File: src/pkg/hpw_pkg.sv
package hpw_pkg;

  typedef enum logic [2:0] {
    HPW_RUN,
    HPW_SLEEP,
    HPW_IDLE_LOW,
    HPW_IDLE_BOTH,
    HPW_IDLE_HIGH,
    HPW_WAKE
  } hpw_state_t;

  typedef enum logic [1:0] {
    HPW_CAUSE_NONE,
    HPW_CAUSE_PIN,
    HPW_CAUSE_IRQ,
    HPW_CAUSE_WDT
  } hpw_cause_t;

  localparam int  HPW_PORT_W       = 8;
  localparam int  HPW_CLK_MHZ      = 25;
  localparam int  HPW_OSC_START_US = 1;
  localparam int  HPW_OSC_START_CYC = HPW_OSC_START_US * HPW_CLK_MHZ;
  localparam logic HPW_PDF_RST     = 1'b0;
  localparam logic HPW_TO_RST      = 1'b0;

endpackage : hpw_pkg

File: src/core/hpw_ctrl.sv
`timescale 1ns/1ps
// Contract
// both keep-alive low: deepest sleep, only watchdog
// low keep-alive only: stop fast clock
// both keep-alive high: both clocks run
// high keep-alive only: stop slow clock
// halt program, preserve memory and registers
// hold I/O pins as at halt
// halt sets power-down, clears timeout flag
// halt clears watchdog, keeps it counting
// wake on pin edge, interrupt, watchdog
// power-down clears only on power-up, clear-watchdog
// watchdog wake: set timeout, reset pc/sp
// per-pin Port A wake enable
// pin wake resumes after halt
// masked or stack-full irq stays pending
// oscillator restarts and settles before execution
// enabled irq with stack room serviced
// irq pending before halt cannot wake
// slow internal oscillator always runs
// enable bit 1 wakes, 0 ignores
module hpw_ctrl
  import hpw_pkg::*;
#(
  parameter int PORT_W    = hpw_pkg::HPW_PORT_W,
  parameter int START_CYC = hpw_pkg::HPW_OSC_START_CYC
) (
  input  wire logic              mclk_i,
  input  wire logic              rst_i,
  input  wire logic              halt_i,
  input  wire logic              clr_wdt_i,
  input  wire logic              hs_osc_idle_keepalive_i,
  input  wire logic              ls_osc_idle_keepalive_i,
  input  wire logic [PORT_W-1:0] port_a_wake_enable_i,
  input  wire logic [PORT_W-1:0] port_a_pin_i,
  input  wire logic              irq_req_i,
  input  wire logic              irq_enabled_i,
  input  wire logic              stack_full_i,
  input  wire logic              wdt_overflow_i,
  input  wire logic              hs_osc_stable_i,
  output logic                   cpu_run_o,
  output logic                   hs_clk_en_o,
  output logic                   ls_clk_en_o,
  output logic                   low_speed_internal_osc_en_o,
  output logic                   io_hold_o,
  output logic                   power_down_flag_o,
  output logic                   watchdog_timeout_flag_o,
  output logic                   wdt_clear_o,
  output logic                   pc_sp_reset_o,
  output logic                   irq_service_o,
  output logic                   irq_leave_pending_o,
  output logic [2:0]             mode_o
);
  import hpw_pkg::*;

  if (PORT_W < 1 || START_CYC < 1) begin : g_bad_params
    $error("hpw_ctrl: bad parameters");
  end

  localparam int CW = $clog2(START_CYC + 1);

  hpw_state_t  state_q;
  hpw_cause_t  cause_q;
  logic        irq_armed_q;
  logic [CW-1:0] cnt_q;
  logic        pin_fall;
  logic        irq_wake;
  logic        asleep;
  logic        wake_ev;

  hpw_edge_det #(.W(PORT_W)) u_edge (
    .mclk_i   (mclk_i),
    .rst_i    (rst_i),
    .pin_i    (port_a_pin_i),
    .enable_i (port_a_wake_enable_i),
    .fall_o   (pin_fall)
  );

  assign asleep   = (state_q != HPW_RUN) && (state_q != HPW_WAKE);
  assign irq_wake = irq_req_i & irq_armed_q;
  assign wake_ev  = pin_fall | irq_wake | wdt_overflow_i;

  // irq already asserted at halt is disarmed until it drops
  always_ff @(posedge mclk_i or posedge rst_i) begin
    if (rst_i) begin
      irq_armed_q <= 1'b0;
    end else if (state_q == HPW_RUN && halt_i) begin
      irq_armed_q <= ~irq_req_i;
    end else if (!irq_req_i) begin
      irq_armed_q <= 1'b1;
    end
  end

  always_ff @(posedge mclk_i or posedge rst_i) begin
    if (rst_i) begin
      state_q <= HPW_RUN;
      cause_q <= HPW_CAUSE_NONE;
      cnt_q   <= '0;
    end else begin
      unique case (state_q)
        HPW_RUN: begin
          if (halt_i) begin
            unique case ({hs_osc_idle_keepalive_i, ls_osc_idle_keepalive_i})
              2'b00: state_q <= HPW_SLEEP;
              2'b01: state_q <= HPW_IDLE_LOW;
              2'b11: state_q <= HPW_IDLE_BOTH;
              2'b10: state_q <= HPW_IDLE_HIGH;
            endcase
          end
        end
        HPW_SLEEP, HPW_IDLE_LOW, HPW_IDLE_BOTH, HPW_IDLE_HIGH: begin
          // watchdog wins over irq, irq over pin
          if (wake_ev) begin
            state_q <= HPW_WAKE;
            cnt_q   <= '0;
            if (wdt_overflow_i) begin
              cause_q <= HPW_CAUSE_WDT;
            end else if (irq_wake) begin
              cause_q <= HPW_CAUSE_IRQ;
            end else begin
              cause_q <= HPW_CAUSE_PIN;
            end
          end
        end
        HPW_WAKE: begin
          // settle count starts once the fast oscillator says stable
          if (hs_osc_stable_i) begin
            if (cnt_q >= CW'(START_CYC - 1)) begin
              state_q <= HPW_RUN;
            end else begin
              cnt_q <= cnt_q + 1'b1;
            end
          end
        end
      endcase
    end
  end

  always_ff @(posedge mclk_i or posedge rst_i) begin
    if (rst_i) begin
      cpu_run_o   <= 1'b1;
      io_hold_o   <= 1'b0;
      hs_clk_en_o <= 1'b1;
      ls_clk_en_o <= 1'b1;
      mode_o      <= 3'h0;
    end else begin
      cpu_run_o   <= (state_q == HPW_RUN) && !halt_i;
      io_hold_o   <= asleep || (state_q == HPW_RUN && halt_i);
      hs_clk_en_o <= (state_q == HPW_RUN) || (state_q == HPW_WAKE) ||
                     (state_q == HPW_IDLE_BOTH) || (state_q == HPW_IDLE_HIGH);
      ls_clk_en_o <= (state_q == HPW_RUN) || (state_q == HPW_WAKE) ||
                     (state_q == HPW_IDLE_BOTH) || (state_q == HPW_IDLE_LOW);
      mode_o      <= 3'(state_q);
    end
  end

  // watchdog needs the slow oscillator in every mode
  always_ff @(posedge mclk_i or posedge rst_i) begin
    if (rst_i) begin
      low_speed_internal_osc_en_o <= 1'b1;
    end else begin
      low_speed_internal_osc_en_o <= 1'b1;
    end
  end

  always_ff @(posedge mclk_i or posedge rst_i) begin
    if (rst_i) begin
      power_down_flag_o <= HPW_PDF_RST;
    end else if (state_q == HPW_RUN && halt_i) begin
      power_down_flag_o <= 1'b1;
    end else if (clr_wdt_i && state_q == HPW_RUN) begin
      power_down_flag_o <= 1'b0;
    end
  end

  always_ff @(posedge mclk_i or posedge rst_i) begin
    if (rst_i) begin
      watchdog_timeout_flag_o <= HPW_TO_RST;
    end else if (asleep && wdt_overflow_i) begin
      watchdog_timeout_flag_o <= 1'b1;
    end else if (state_q == HPW_RUN && halt_i) begin
      watchdog_timeout_flag_o <= 1'b0;
    end
  end

  always_ff @(posedge mclk_i or posedge rst_i) begin
    if (rst_i) begin
      wdt_clear_o         <= 1'b0;
      pc_sp_reset_o       <= 1'b0;
      irq_service_o       <= 1'b0;
      irq_leave_pending_o <= 1'b0;
    end else begin
      wdt_clear_o <= state_q == HPW_RUN && halt_i;
      pc_sp_reset_o <= 1'b0;
      irq_service_o <= 1'b0;
      irq_leave_pending_o <= 1'b0;
      if (state_q == HPW_WAKE && hs_osc_stable_i && cnt_q >= CW'(START_CYC - 1)) begin
        // pin wake needs no pulse: cpu just resumes after halt
        unique case (cause_q)
          HPW_CAUSE_WDT: pc_sp_reset_o <= 1'b1;
          HPW_CAUSE_IRQ: begin
            irq_service_o       <= irq_enabled_i & ~stack_full_i;
            irq_leave_pending_o <= ~irq_enabled_i | stack_full_i;
          end
          HPW_CAUSE_PIN, HPW_CAUSE_NONE: ;
        endcase
      end
    end
  end

  chk_halt_sets_flags: assert property (@(posedge mclk_i) disable iff (rst_i)
    (state_q == HPW_RUN && halt_i) |=> power_down_flag_o && !watchdog_timeout_flag_o)
    else $error("halt flags wrong");
  chk_halt_clears_wdt: assert property (@(posedge mclk_i) disable iff (rst_i)
    (state_q == HPW_RUN && halt_i) |=> wdt_clear_o)
    else $error("no watchdog clear on halt");
  chk_sleep_clocks_off: assert property (@(posedge mclk_i) disable iff (rst_i)
    (state_q == HPW_RUN && halt_i && !hs_osc_idle_keepalive_i && !ls_osc_idle_keepalive_i)
    |=> ##1 !hs_clk_en_o && !ls_clk_en_o && low_speed_internal_osc_en_o)
    else $error("sleep clocks wrong");
  chk_idle_low_clk: assert property (@(posedge mclk_i) disable iff (rst_i)
    (state_q == HPW_IDLE_LOW) |=> !hs_clk_en_o && ls_clk_en_o)
    else $error("idle low clocks wrong");
  chk_idle_both_clk: assert property (@(posedge mclk_i) disable iff (rst_i)
    (state_q == HPW_IDLE_BOTH) |=> hs_clk_en_o && ls_clk_en_o && !cpu_run_o)
    else $error("idle both clocks wrong");
  chk_idle_high_clk: assert property (@(posedge mclk_i) disable iff (rst_i)
    (state_q == HPW_IDLE_HIGH) |=> hs_clk_en_o && !ls_clk_en_o)
    else $error("idle high clocks wrong");
  chk_io_held_sleep: assert property (@(posedge mclk_i) disable iff (rst_i)
    asleep |=> io_hold_o && !cpu_run_o)
    else $error("io not held");
  chk_pdf_sticky: assert property (@(posedge mclk_i) disable iff (rst_i)
    $fell(power_down_flag_o) |-> $past(clr_wdt_i))
    else $error("pdf cleared without clear-watchdog");
  chk_wdt_wake_to: assert property (@(posedge mclk_i) disable iff (rst_i)
    (asleep && wdt_overflow_i) |=> watchdog_timeout_flag_o && state_q == HPW_WAKE)
    else $error("watchdog wake wrong");
  chk_stale_irq: assert property (@(posedge mclk_i) disable iff (rst_i)
    (asleep && !irq_armed_q && !pin_fall && !wdt_overflow_i) |=> asleep)
    else $error("stale irq woke device");
  chk_pin_wake_edge: assert property (@(posedge mclk_i) disable iff (rst_i)
    (asleep && pin_fall) |=> state_q == HPW_WAKE)
    else $error("pin edge did not wake");
  chk_resume_waits_osc: assert property (@(posedge mclk_i) disable iff (rst_i)
    (state_q == HPW_WAKE && !hs_osc_stable_i) |=> state_q == HPW_WAKE && !cpu_run_o)
    else $error("resumed before oscillator stable");
endmodule : hpw_ctrl

File: src/core/hpw_edge_det.sv
`timescale 1ns/1ps
// per-pin falling edge detect, gated by wake enable
module hpw_edge_det #(
  parameter int W = 8
) (
  input  wire logic         mclk_i,
  input  wire logic         rst_i,
  input  wire logic [W-1:0] pin_i,
  input  wire logic [W-1:0] enable_i,
  output logic              fall_o
);
  logic [W-1:0] prev_q;
  logic [W-1:0] hit;

  // reset high: pins power up as inputs with pull-high
  always_ff @(posedge mclk_i or posedge rst_i) begin
    if (rst_i) begin
      prev_q <= '1;
    end else begin
      prev_q <= pin_i;
    end
  end

  genvar g;
  generate
    for (g = 0; g < W; g++) begin : g_pin
      assign hit[g] = enable_i[g] & prev_q[g] & ~pin_i[g];
    end
  endgenerate

  assign fall_o = |hit;
endmodule : hpw_edge_det

File: config.mk
export PLATFORM = sky130hd
export DESIGN_NAME = hpw_ctrl
export DESIGN_NICKNAME = d
export VERILOG_FILES = /design/src/pkg/hpw_pkg.sv /design/src/core/hpw_ctrl.sv /design/src/core/hpw_edge_det.sv
export SDC_FILE = /design/constraint.sdc
export NUM_CORES = 1
export LEC_CHECK = 0
export BUFFER_PORTS_ARGS = -buffer_cell sky130_fd_sc_hd__buf_2
export CORE_ASPECT_RATIO = 0.7
export CORE_MARGIN = 5
export CORE_UTILIZATION = 45
export DETAILED_ROUTE_END_ITERATION = 7
export PLACE_DENSITY = 0.77
export SETUP_SLACK_MARGIN = 0.1
export SLEW_MARGIN = 20
export SYNTH_ARGS = -nofsm -noshare
export SYNTH_HDL_FRONTEND = slang
export SYNTH_HIERARCHICAL = 1
export SYNTH_SLANG_ARGS = --single-unit
File: constraint.sdc
create_clock -name mclk_i -period 2.1 [get_ports mclk_i]
set_input_delay 0.315 -clock mclk_i [delete_from_list [all_inputs] [get_ports mclk_i]]
set_output_delay 0.315 -clock mclk_i [all_outputs]
set_load 0.01 [all_outputs]
==> After elaboration in Yosys (flattened, before gate mapping) <==
Cells that the tools add are included.
{ "word_totals": {"regBits": 32, "latch_bits": 0, "ramBits": 0, "romBits": 0, "output_inout_bits": 14, "n_memories": 0} }
{ "classes": {"add_sub_neg": 1, "mul": 0, "div_mod_pow": 0, "magnitude_cmp": 1, "n_eq_ne": 17, "shifts": 0, "n_mux": 24, "n_bitwise": 32, "n_reduce_logical": 24} }
{ "ops": {"columns": ["operator", "n"], "rows": [
  ["AND 1 bit", 18],
  ["2-to-1 mux 5 bit", 3],
  ["2-to-1 mux 1 bit", 12],
  ["2-to-1 mux 3 bit", 4],
  ["one-hot mux 3 bit (4 select lines)", 1],
  ["inverter 1 bit", 11],
  ["!= test 2 bit, second input constant", 5],
  ["one-hot mux 5 bit (2 select lines)", 1],
  ["one-hot mux 3 bit (3 select lines)", 1],
  ["equality test 2 bit, second input constant", 4],
  ["AND reduction 4 bit", 2],
  ["OR reduction 8 bit", 1],
  ["logical AND 1 bit", 7],
  ["equality test 3 x 2 -> 1 bit, second input constant", 2],
  ["equality test 3 bit, second input constant", 2],
  ["nonzero test 2 bit", 3],
  ["adder 5 x 1 -> 5 bit, second input constant", 1],
  ["greater-or-equal comparator 5 bit, second input constant", 1],
  ["logical OR 1 bit", 5],
  ["2-to-1 mux 2 bit", 2],
  ["OR reduction 4 bit", 1],
  ["equality test 3 x 1 -> 1 bit, second input constant", 1],
  ["logical NOT 3 bit", 1],
  ["!= test 3 bit, second input constant", 1],
  ["7 further kinds", 9]
]} }

==> Logic depth before layout (Yosys ltp) <==
Gate-level depths: netlist of the first run.
{ "depth": {"word_depth": 7, "mapped_depth": 7, "depth_no_buf": 7} }

==> Modules after synthesis <==
The synthesis of the first run kept the hierarchy.
{ "modules_own_cells": {"columns": ["mod", "instances", "cells_each", "area_each_um2", "seq_area_each_um2"], "rows": [
  ["hpw_ctrl", 1, 114, 1204.9, 604.3],
  ["hpw_edge_det", 1, 24, 280.3, 210.2]
]} }

==> Least setup slack after synthesis of the first run <==
Ideal clock, no wire load.
{ "synth_timing": {"path_type": "register to register", "from": "register u_edge.prev_q[3]", "to": "register cnt_q[3]", "setup_ps": 131, "t_arrival_ps": 1250, "t_required_ps": 1969, "slack_ps": 720, "path_stages_with_launch": 8, "n_path_buf": 0, "path_cell_list": "dfstp_2 nand2_1 o22ai_1 nor2_1 nand2_1 a211o_1 o211a_4 o211ai_1"} }
{ "synth_via": {"elab_chain_len": 7} }
{ "synth_rtl": {"columns": ["item", "line_no", "source"], "rows": [
  ["from (decl)", "hpw_edge_det.sv:12", "logic [W-1:0] prev_q;"],
  ["from (signal assigned)", "hpw_edge_det.sv:20", "prev_q <= pin_i;"],
  ["AND 1 bit (2 in a row)", "hpw_edge_det.sv:27", "assign hit[g] = enable_i[g] & prev_q[g] & ~pin_i[g];"],
  ["OR reduction 8 bit", "hpw_edge_det.sv:31", "assign fall_o = |hit;"],
  ["net pin_fall", "hpw_ctrl.sv:66", "logic pin_fall;"],
  ["OR 1 bit (2 in a row)", "hpw_ctrl.sv:81", "assign wake_ev = pin_fall | irq_wake | wdt_overflow_i;"],
  ["!= test 2 bit (no source line)", null, null],
  ["AND reduction 4 bit (no source line)", null, null],
  ["to (signal assigned)", "hpw_ctrl.sv:131", "cnt_q <= cnt_q + 1'b1;"],
  ["to (decl)", "hpw_ctrl.sv:65", "logic [CW-1:0] cnt_q;"]
]} }
The timed path passes the listed nets, and every way through them passes these cells.
A chain may end at the register's enable or synchronous reset.

==> Worst setup path in the final report of the first run <==
{ "layout_timing": {"from": "register u_edge.prev_q[2]", "to": "register cnt_q[0]"} }
Same word-level chain as after synthesis.

==> results of run 1 <==
[cell usage after synthesis (2+ instances only)]
library cell,count,share of area (%)
buf_4,2,1.0
nand2_1,16,4.0
dfstp_2,11,19
buf_6,2,1.5
a211oi_1,2,1.0
nor2b_1,4,1.7
nor3b_1,2,1.0
or3_1,3,1.3
a21oi_1,4,1.3
ha_1,5,4.2
nor3_1,3,1.0
o22ai_1,7,2.9
nor2_1,7,1.8
xnor2_1,2,1.2
o21ai_0,7,2.4
nand4_1,2,0.84
inv_1,11,2.8
nand3_1,2,0.67
dfrtp_1,21,35
[worst max-delay path by stage]
stage                                          start  slack (ns)  cells after the start                endpoint
final                     u_edge/prev_q[2]$_DFF_PP1_        0.53                      7    cnt_q[0]$_DFFE_PP0P_
after global routing      u_edge/prev_q[2]$_DFF_PP1_        0.42                      7    cnt_q[0]$_DFFE_PP0P_
after CTS                     state_q[2]$_DFFE_PP0P_        0.54                      3  cause_q[0]$_DFFE_PP0P_
after detailed placement     port_a_wake_enable_i[3]        0.52                      8  cause_q[0]$_DFFE_PP0P_
after global placement       port_a_wake_enable_i[3]        0.53                      8  cause_q[0]$_DFFE_PP0P_
after floorplan           u_edge/prev_q[3]$_DFF_PP1_        0.72                      7    cnt_q[3]$_DFFE_PP0P_
[cells by family after synthesis]
logic type,after synthesis,share of synthesized area [%]
and+or+nand+nor,47,17.2
AOI/OAI and AO/OA,33,15.7
DFF,32,54.8
buffers and inverters,17,5.90
adders and majority gates,5,4.21
xor gates and xnor gates,2,1.18
other,1,0.252
muxes,1,0.758
[metrics by stage]
stage	util [%]	cell area [um2]	hold slack, ns	total power, mW	std cells
2_1_floorplan	-	1490	0.319	1.20	138
3_3_place_gp	53.3	1690	0.381	1.31	210
3_5_place_dp	53.3	1690	0.384	1.34	210
4_1_cts	55.9	1770	0.0746	1.79	218
5_1_grt	55.9	1770	0.0976	1.88	218
6_report	55.9	1770	0.0686	1.77	218
[state kept, by name (all words and copies together), names as in the netlist, 2 cells and up]
| name | count |
|---|---|
| state_q | 3 |
| cause_q | 2 |
| u_edge/prev_q | 8 |
| mode_o | 3 |
| cnt_q | 5 |
[area by class of cell]
class	instances	area, um2
sequential	32	815
clock buffer	7	76.3
clock inverter	1	5.00
fill	280	1400
multi-input combinational	89	583
tap	38	47.5
inverter	11	41.3
timing repair buffer	40	203
[report_power, final]
group          internal [mW]  switching (mW)  leakage [nW]
combinational          0.225           0.232         0.446
clock                  0.232           0.210        0.0422
sequential             0.757           0.112         0.367
[critical path, cell delays in order, from the launching register on]
cell,delay (ns)
dfstp_2,0.52
nand2_1,0.04
o22ai_1,0.17
nor2_1,0.06
nand2_1,0.06
a211o_1,0.21
o211a_4,0.25
o21ai_0,0.11
[routing by layer]
layer	up-vias	track usage, %	share of wire [%]
met4	0	11.0	4.0
met2	31	22.6	46
met3	12	3.57	5.1
met1	555	19.1	45
li1	563	-	-
met5	-	0	0
==> impl_metrics.json, run 1 <==
{
  "regToRegStartpoint": "u_edge/prev_q[2]$_DFF_PP1_",
  "place_ws_ns": 0.523,
  "slew_headroom_pct": 62.3,
  "drive_above_1_share_pct": 33.9,
  "synth.distinct_cells": 44,
  "dieArea_mm2": 0.00457,
  "synth_async_sr_flop_share_pct": 100,
  "dp_hpwl_mm": 2.36,
  "cts_root_buf": "clkbuf_8",
  "p_leak_nw": 0.855,
  "clk_path_buf_depth": 2,
  "min_period_ns": 1.57,
  "synth_edf_count": 0,
  "die_h_um": 58.1,
  "ys.flop_type": "dfrtp_1",
  "syn_to_final_growth_pct": 19.2,
  "ir_worst_vdd_uv": 408,
  "insertion_delay_ns": 0.28,
  "cts_sinks": 32,
  "diodes": 0,
  "r2r-end": "cnt_q[0]$_DFFE_PP0P_",
  "drv_cap": 0,
  "rsz0062_at_grt": "false",
  "grt_max_degree": 25,
  "tightest_slew_ns": 0.565,
  "finalNetCount": 211,
  "path_class": "reg -> reg",
  "drt_iter0_drc": 45,
  "fin_skew_ns": 0.00794,
  "cts_resized": 0,
  "drt-total-wl_mm": 3.08,
  "synth_area_mm2": 0.00149,
  "end_kind": "flip-flop",
  "hold_violations": 0,
  "antenna_found_initial": 0,
  "clk_pin_slew_ns": 0.06,
  "worstPathArrival_ns": 1.72,
  "finalCritPeriodShare_pct": 75.0,
  "htree_levels": 2,
  "gp_congestion": 0.785,
  "ff2ff_setup_slack_ns": 0.53,
  "grt_pass1_vias": 1120,
  "required_ns": 2.25,
  "worstHoldPathType": "in -> async",
  "routed_via_density": 5.33,
  "grt_first_pass_wirelength_mm": 5.21,
  "layout_commonest_cell": "buf_2",
  "initial_core_util_pct": 46.9,
  "drc_errors": 0,
  "gr-total-overflow": 0,
  "syn_nets": 170,
  "drt-wirelength-per-cell_um": 14.1,
  "worst_slack_ns": 0.525,
  "synth-seq-cells": 32,
  "powerDensity_mw_per_mm2": 998,
  "reg2regPathDepth": 7,
  "first_pass_iters": 4,
  "cp_max_fo": 7,
  "most-common-layout-cells": "buf_2 (39), dfrtp_1 (21), nand2_1 (16)",
  "die_x_um": 78.7,
  "postCtsSetupRepairBufs": 0,
  "netlist_instances": 138,
  "rows": 17,
  "setup_viol": 0,
  "finalMaxSlewViolations": 0,
  "cts_buffers": 5,
  "clock.fmax_mhz": 635,
  "fin_setup_tns_ns": 0,
  "cp-start-kind": "flip-flop",
  "vias": 1161,
  "cts_tree": "yes",
  "num_io_pins": 41,
  "hold_buffers": 0,
  "seq_area_frac_synth_pct": 54.8,
  "syn_area_per_cell_um2": 10.8,
  "synth_warnings": 6,
  "coreArea_mm2": 0.00317,
  "status": "complete, no violations",
  "io_buffers": 39,
  "ant_nets": 0,
  "grt_use_total_pct": 15.1
}
Note: power is estimated with default switching activity, not from simulation.
==> run 2, diff against run 1 <==
- clock period: 2.1 -> 1.6 ns (I/O delays scaled with it)
==> run 2 against run 1 <==
Combinational power rose by 48%. Clock skew fell by 0.0025 ns. Via count rose by 2.8%. Sequential share of layout area fell by 1.8 points. First-iteration DRC count rose by 62%. Sequential cell count did not move. Total power rose by 39%. Setup slack got worse by 0.42 ns. Register-to-register slack got worse by 0.42 ns. Core utilization rose by 2.4 points. Clock power rose by 46%. Largest cell class unchanged. Largest power group unchanged. Highest routed layer unchanged.
==> impl_metrics.json, run 2 (synthesis gave the netlist of run 1 again) <==
{
  "status": "complete, no violations",
  "clk_path_buf_depth": 2,
  "drc_errors": 0,
  "cts_root_buf": "clkbuf_8",
  "fin_setup_tns_ns": 0,
  "wl_met3_um": 211,
  "multi_input_area_um2": 631,
  "worstHoldPathType": "in -> async",
  "die_x_um": 78.7,
  "dp_hpwl_mm": 2.49,
  "drive_above_1_share_pct": 41.2,
  "finalNetCount": 213,
  "layout_commonest_cell": "buf_2",
  "cts_tree": "yes",
  "antenna_found_initial": 0,
  "grt_max_degree": 25,
  "cts_sinks": 32,
  "drt_iter0_drc": 73,
  "initial_core_util_pct": 46.9,
  "htree_levels": 2,
  "cp-start-kind": "flip-flop",
  "insertion_delay_ns": 0.29,
  "end_kind": "flip-flop",
  "wirelength_met1_mm": 1.53,
  "worst_slack_ns": 0.103,
  "gr-total-overflow": 0,
  "drt-wirelength-per-cell_um": 15.8,
  "route.top_layer_used": "met4",
  "worstPathArrival_ns": 1.71,
  "drv_cap": 0,
  "grt_pass1_vias": 1213,
  "max_stage_delay_ns": 0.37,
  "ant_nets": 0,
  "routed_via_density": 5.42,
  "gp_congestion": 0.829,
  "nFillCells": 281,
  "die_h_um": 58.1,
  "path_class": "reg -> reg",
  "ir_worst_vdd_uv": 593,
  "seqCellArea_um2": 816,
  "syn_to_final_growth_pct": 24.3,
  "cp_max_fo": 6,
  "rsz0062_at_grt": "true",
  "final_area_mm2": 0.00185,
  "finalMaxSlewViolations": 0,
  "largest_register_ffs": 8,
  "finalCritPeriodShare_pct": 93.6,
  "min_period_ns": 1.50,
  "first_pass_iters": 4,
  "rows": 17,
  "vias": 1193,
  "required_ns": 1.81,
  "top_register": "u_edge/prev_q",
  "p_leak_nw": 0.884,
  "setup_viol": 0,
  "grt_first_pass_wirelength_mm": 5.64,
  "hold_buffers": 0,
  "num_io_pins": 41,
  "dpl_cell_area_mm2": 0.00170,
  "dieArea_mm2": 0.00457,
  "grt_use_total_pct": 16.3,
  "wl_met2_mm": 1.69,
  "io_buffers": 39,
  "most-common-layout-cells": "buf_2 (39), dfrtp_1 (20), nand2_1 (13)",
  "cp_slowest_cell": "dfstp_2",
  "fin_skew_ns": 0.00547,
  "cts_buffers": 5,
  "place_ws_ns": 0.0370,
  "hold_violations": 0,
  "clock.fmax_mhz": 668,
  "coreArea_mm2": 0.00317,
  "reg_top3": "u_edge/prev_q (8), cnt_q (5)",
  "clk_pin_slew_ns": 0.07,
  "drt-total-wl_mm": 3.48,
  "cp_cell_sequence": "nand2_1 > o22ai_2 > nor2_1 > nand2_1 > a211o_4 > mux2_2 > o22ai_2",
  "diodes": 0,
  "powerDensity_mw_per_mm2": 1330
}
==> run 2: changes by cell type in the layout (fill, tap and decap cells not counted), sizes merged <==
cell | previous run | this run
buf | 40 | 42
clkbuf | 7 | 6
clkinv | 1 | 2
==> run 2: where the power goes <==
part | switching [mW] | internal [mW] | leakage [nW]
Sequential | 0.138 | 0.994 | 0.367
Combinational | 0.352 | 0.325 | 0.466
Clock | 0.300 | 0.343 | 0.0510
==> run 2: worst paths after layout <==
path                                                from                             to  slack [ns]  cells past startpoint
hold reg to reg            power_down_flag_o$_DFFE_PP0P_  power_down_flag_o$_DFFE_PP0P_        0.48                      1
min in group mclk_i                      port_a_pin_i[3]     u_edge/prev_q[3]$_DFF_PP1_        0.06                      1
max in group asynchronous                          rst_i          hs_clk_en_o$_DFF_PP1_        1.30                      3
hold / removal                                     rst_i            mode_o[2]$_DFF_PP0_       0.001                      3
setup / recovery              u_edge/prev_q[4]$_DFF_PP1_         state_q[1]$_DFFE_PP0P_        0.10                      7
setup reg to reg              u_edge/prev_q[4]$_DFF_PP1_         state_q[1]$_DFFE_PP0P_        0.10                      7
==> run 2: worst max-delay path: cells and delay by family (launching register included) <==
| kind | cells | cell delay, ns |
|---|---|---|
| AO/OA/AOI/OAI | 3 | 0.51 |
| AND/OR/NAND/NOR | 3 | 0.28 |
| multiplexers | 1 | 0.28 |
| flip-flops | 1 | 0.37 |
==> run 2: per-layer routing <==
metal,track usage [%],vias to the layer above
met3,4.19,5
met4,7.48,0
met1,21.3,581
met2,25.6,43
li1,-,564
met5,0,-
==> run 2: metrics by stage <==
stage / total power, mW / util [%] / cells / hold slack [ns]
global placement: 1.73 / 53.8 / 212 / 0.306
global route: 2.60 / 58.2 / 220 / 0.0336
detailed placement: 1.78 / 53.8 / 212 / 0.325
finish: 2.45 / 58.2 / 220 / 0.00110
CTS: 2.45 / 57.2 / 220 / 0.0147
floorplan: 1.57 / - / 138 / 0.244
==> run 2: final cells by class <==
class | instances | area share, %
clock buffers | 6 | 4.47
multi-input cells | 89 | 34.2
clock inverters | 2 | 0.542
inverters | 11 | 2.24
well taps | 38 | 2.58
repair buffers | 42 | 11.8
flip-flops and latches | 32 | 44.2
==> run 2: what timing repair did <==
| item | CTS | global route |
|---|---|---|
| gates resized for setup | 4 | 7 |
| endpoints found under the setup margin | 8 | 14 |
| setup buffers | 0 | 0 |
| pin swaps | 7 | 1 |
| hold endpoints to repair | 0 | 0 |
==> run 3, diff against run 2 <==
- GPL_ROUTABILITY_DRIVEN: not set -> 1
- SLEW_MARGIN: 20 -> not set
- clock period: 1.6 -> 1.8 ns (I/O delays scaled with it)
==> run 3 against run 2 <==
Sequential power down 11%. Sequential share of layout area grew 0.29 points. Sequential cell count unchanged. Fmax is 4.1% lower. Clock skew decreased by 0.0016 ns. Clock power grew 17%. Core utilization fell by 0.47 points. Register-to-register slack better by 0.14 ns. First-iteration DRC count grew 8.2%. Largest power group unchanged. Highest routed layer unchanged.
==> impl_metrics.json, run 3 (synthesis gave the netlist of run 1 again) <==
{
  "vias": 1198,
  "fin_hold_ws_ns": 0.0556,
  "num_io_pins": 41,
  "cts_buffers": 5,
  "finalCritPeriodShare_pct": 86.8,
  "syn_to_final_growth_pct": 23.3,
  "top_register": "u_edge/prev_q",
  "ff2ff_setup_slack_ns": 0.24,
  "finalNetCount": 213,
  "postCtsSetupRepairBufs": 0,
  "grt_pass1_vias": 1254,
  "finalNonFillerCells": 220,
  "worst-path-buf-inv": 0,
  "worst_slack_ns": 0.238,
  "p_leak_nw": 0.887,
  "drc_errors": 0,
  "dp_hpwl_mm": 2.49,
  "clk_pin_slew_ns": 0.07,
  "die_h_um": 58.1,
  "critPathTopFamily": "compound AO/OA/AOI/OAI gates",
  "finalMaxSlewViolations": 0,
  "worstHoldPathType": "in -> async",
  "rows": 17,
  "initial_core_util_pct": 46.9,
  "seqCellArea_um2": 815,
  "most-common-layout-cells": "buf_2 (39), dfrtp_1 (21), nand2_1 (16)",
  "drive_above_1_share_pct": 35.7,
  "dieArea_mm2": 0.00457,
  "insertion_delay_ns": 0.28,
  "cts_resized": 0,
  "grt_max_degree": 25,
  "antenna_found_initial": 0,
  "ir_worst_vdd_uv": 512,
  "grt_use_total_pct": 16.3,
  "cp_cell_sequence": "nand2_1 > o22ai_1 > nor2_1 > nand2_1 > a211o_1 > o211a_4 > o211ai_1",
  "gr-total-overflow": 0,
  "hold_violations": 0,
  "setup_viol": 0,
  "cts_tree": "yes",
  "gp_congestion": 0.781,
  "path_class": "reg -> reg",
  "powerDensity_mw_per_mm2": 1260,
  "ant_nets": 0,
  "drt-total-wl_mm": 3.22,
  "cp-start-kind": "flip-flop",
  "place_ws_ns": 0.253,
  "min_period_ns": 1.56,
  "worstPathArrival_ns": 1.71,
  "status": "complete, no violations",
  "clk_path_buf_depth": 2,
  "drv_cap": 0,
  "largest_register_ffs": 8,
  "cts_sinks": 32,
  "die_x_um": 78.7,
  "grt_first_pass_wirelength_mm": 5.73,
  "fin_setup_tns_ns": 0,
  "drt-wirelength-per-cell_um": 14.7,
  "cp_max_fo": 7,
  "htree_levels": 2,
  "coreArea_mm2": 0.00317,
  "hold_buffers": 0,
  "final_area_mm2": 0.00183,
  "nFillCells": 268,
  "place_inst": 212,
  "dpl_cell_area_mm2": 0.00170,
  "cpMostUsedCell": "nand2_1",
  "fin_skew_ns": 0.00391,
  "io_buffers": 39,
  "clock.fmax_mhz": 640,
  "end_kind": "flip-flop",
  "multi_input_area_um2": 583,
  "cp_slowest_cell": "dfstp_2",
  "cts_root_buf": "clkbuf_8",
  "routed_via_density": 5.45,
  "max_stage_delay_ns": 0.52,
  "drt_iter0_drc": 79,
  "diodes": 0,
  "rsz0062_at_grt": "false",
  "first_pass_iters": 4,
  "reg_top3": "u_edge/prev_q (8), cnt_q (5)",
  "layout_commonest_cell": "buf_2",
  "required_ns": 1.95
}
run 3: cell count changes in the layout (fill, tap and decap cells not counted), sizes merged:
cell    previous run  this run
clkbuf             6         7
clkinv             2         0
bufinv             0         1
run 3: tightest hold or removal path: cells and delay by family:
kind | cells | cell delay (ns)
buffers and inverters | 3 | 0.46
run 3: report_power, final:
group / internal [mW] / switching (mW) / total (mW)
Clock: 0.488 / 0.259 / 0.748
Sequential: 0.883 / 0.122 / 1.01
Combinational: 0.268 / 0.288 / 0.556
Total: 1.64 / 0.669 / 2.31
run 3: area by class of cell:
type | count | area share [%]
Timing Repair Buffer | 42 | 11.9
Inverter | 11 | 2.26
Tap cell | 38 | 2.60
Multi-Input combinational cell | 89 | 31.9
Clock inverter | 1 | 1.64
Clock buffer | 7 | 5.26
Sequential cell | 32 | 44.5
run 3: routing by layer:
| layer | vias to the layer above | GRT usage [%] | wire (um) |
|---|---|---|---|
| li1 | 567 | - | - |
| met1 | 575 | 19.8 | 1400 |
| met2 | 45 | 26.4 | 1500 |
| met3 | 11 | 4.19 | 218 |
| met4 | 0 | 9.98 | 97 |
| met5 | - | 0 | 0 |
run 3: stage by stage:
step                utilization [%]  power (mW)
floorplan                         -        1.40
global placement               53.8        1.54
detailed placement             53.8        1.57
CTS                            57.8        2.33
global route                   57.8        2.46
finish                         57.8        2.31
run 3: final timing paths:
| path | from | endpoint | cells past startpoint |
|---|---|---|---|
| setup / recovery | u_edge/prev_q[2]$_DFF_PP1_ | cnt_q[3]$_DFFE_PP0P_ | 7 |
| hold reg to reg | power_down_flag_o$_DFFE_PP0P_ | power_down_flag_o$_DFFE_PP0P_ | 1 |
| min in group mclk_i | port_a_pin_i[6] | u_edge/prev_q[6]$_DFF_PP1_ | 1 |
| hold / removal | rst_i | irq_leave_pending_o$_DFF_PP0_ | 3 |
| setup reg to reg | u_edge/prev_q[2]$_DFF_PP1_ | cnt_q[3]$_DFFE_PP0P_ | 7 |
| max in group asynchronous | rst_i | cpu_run_o$_DFF_PP1_ | 3 |
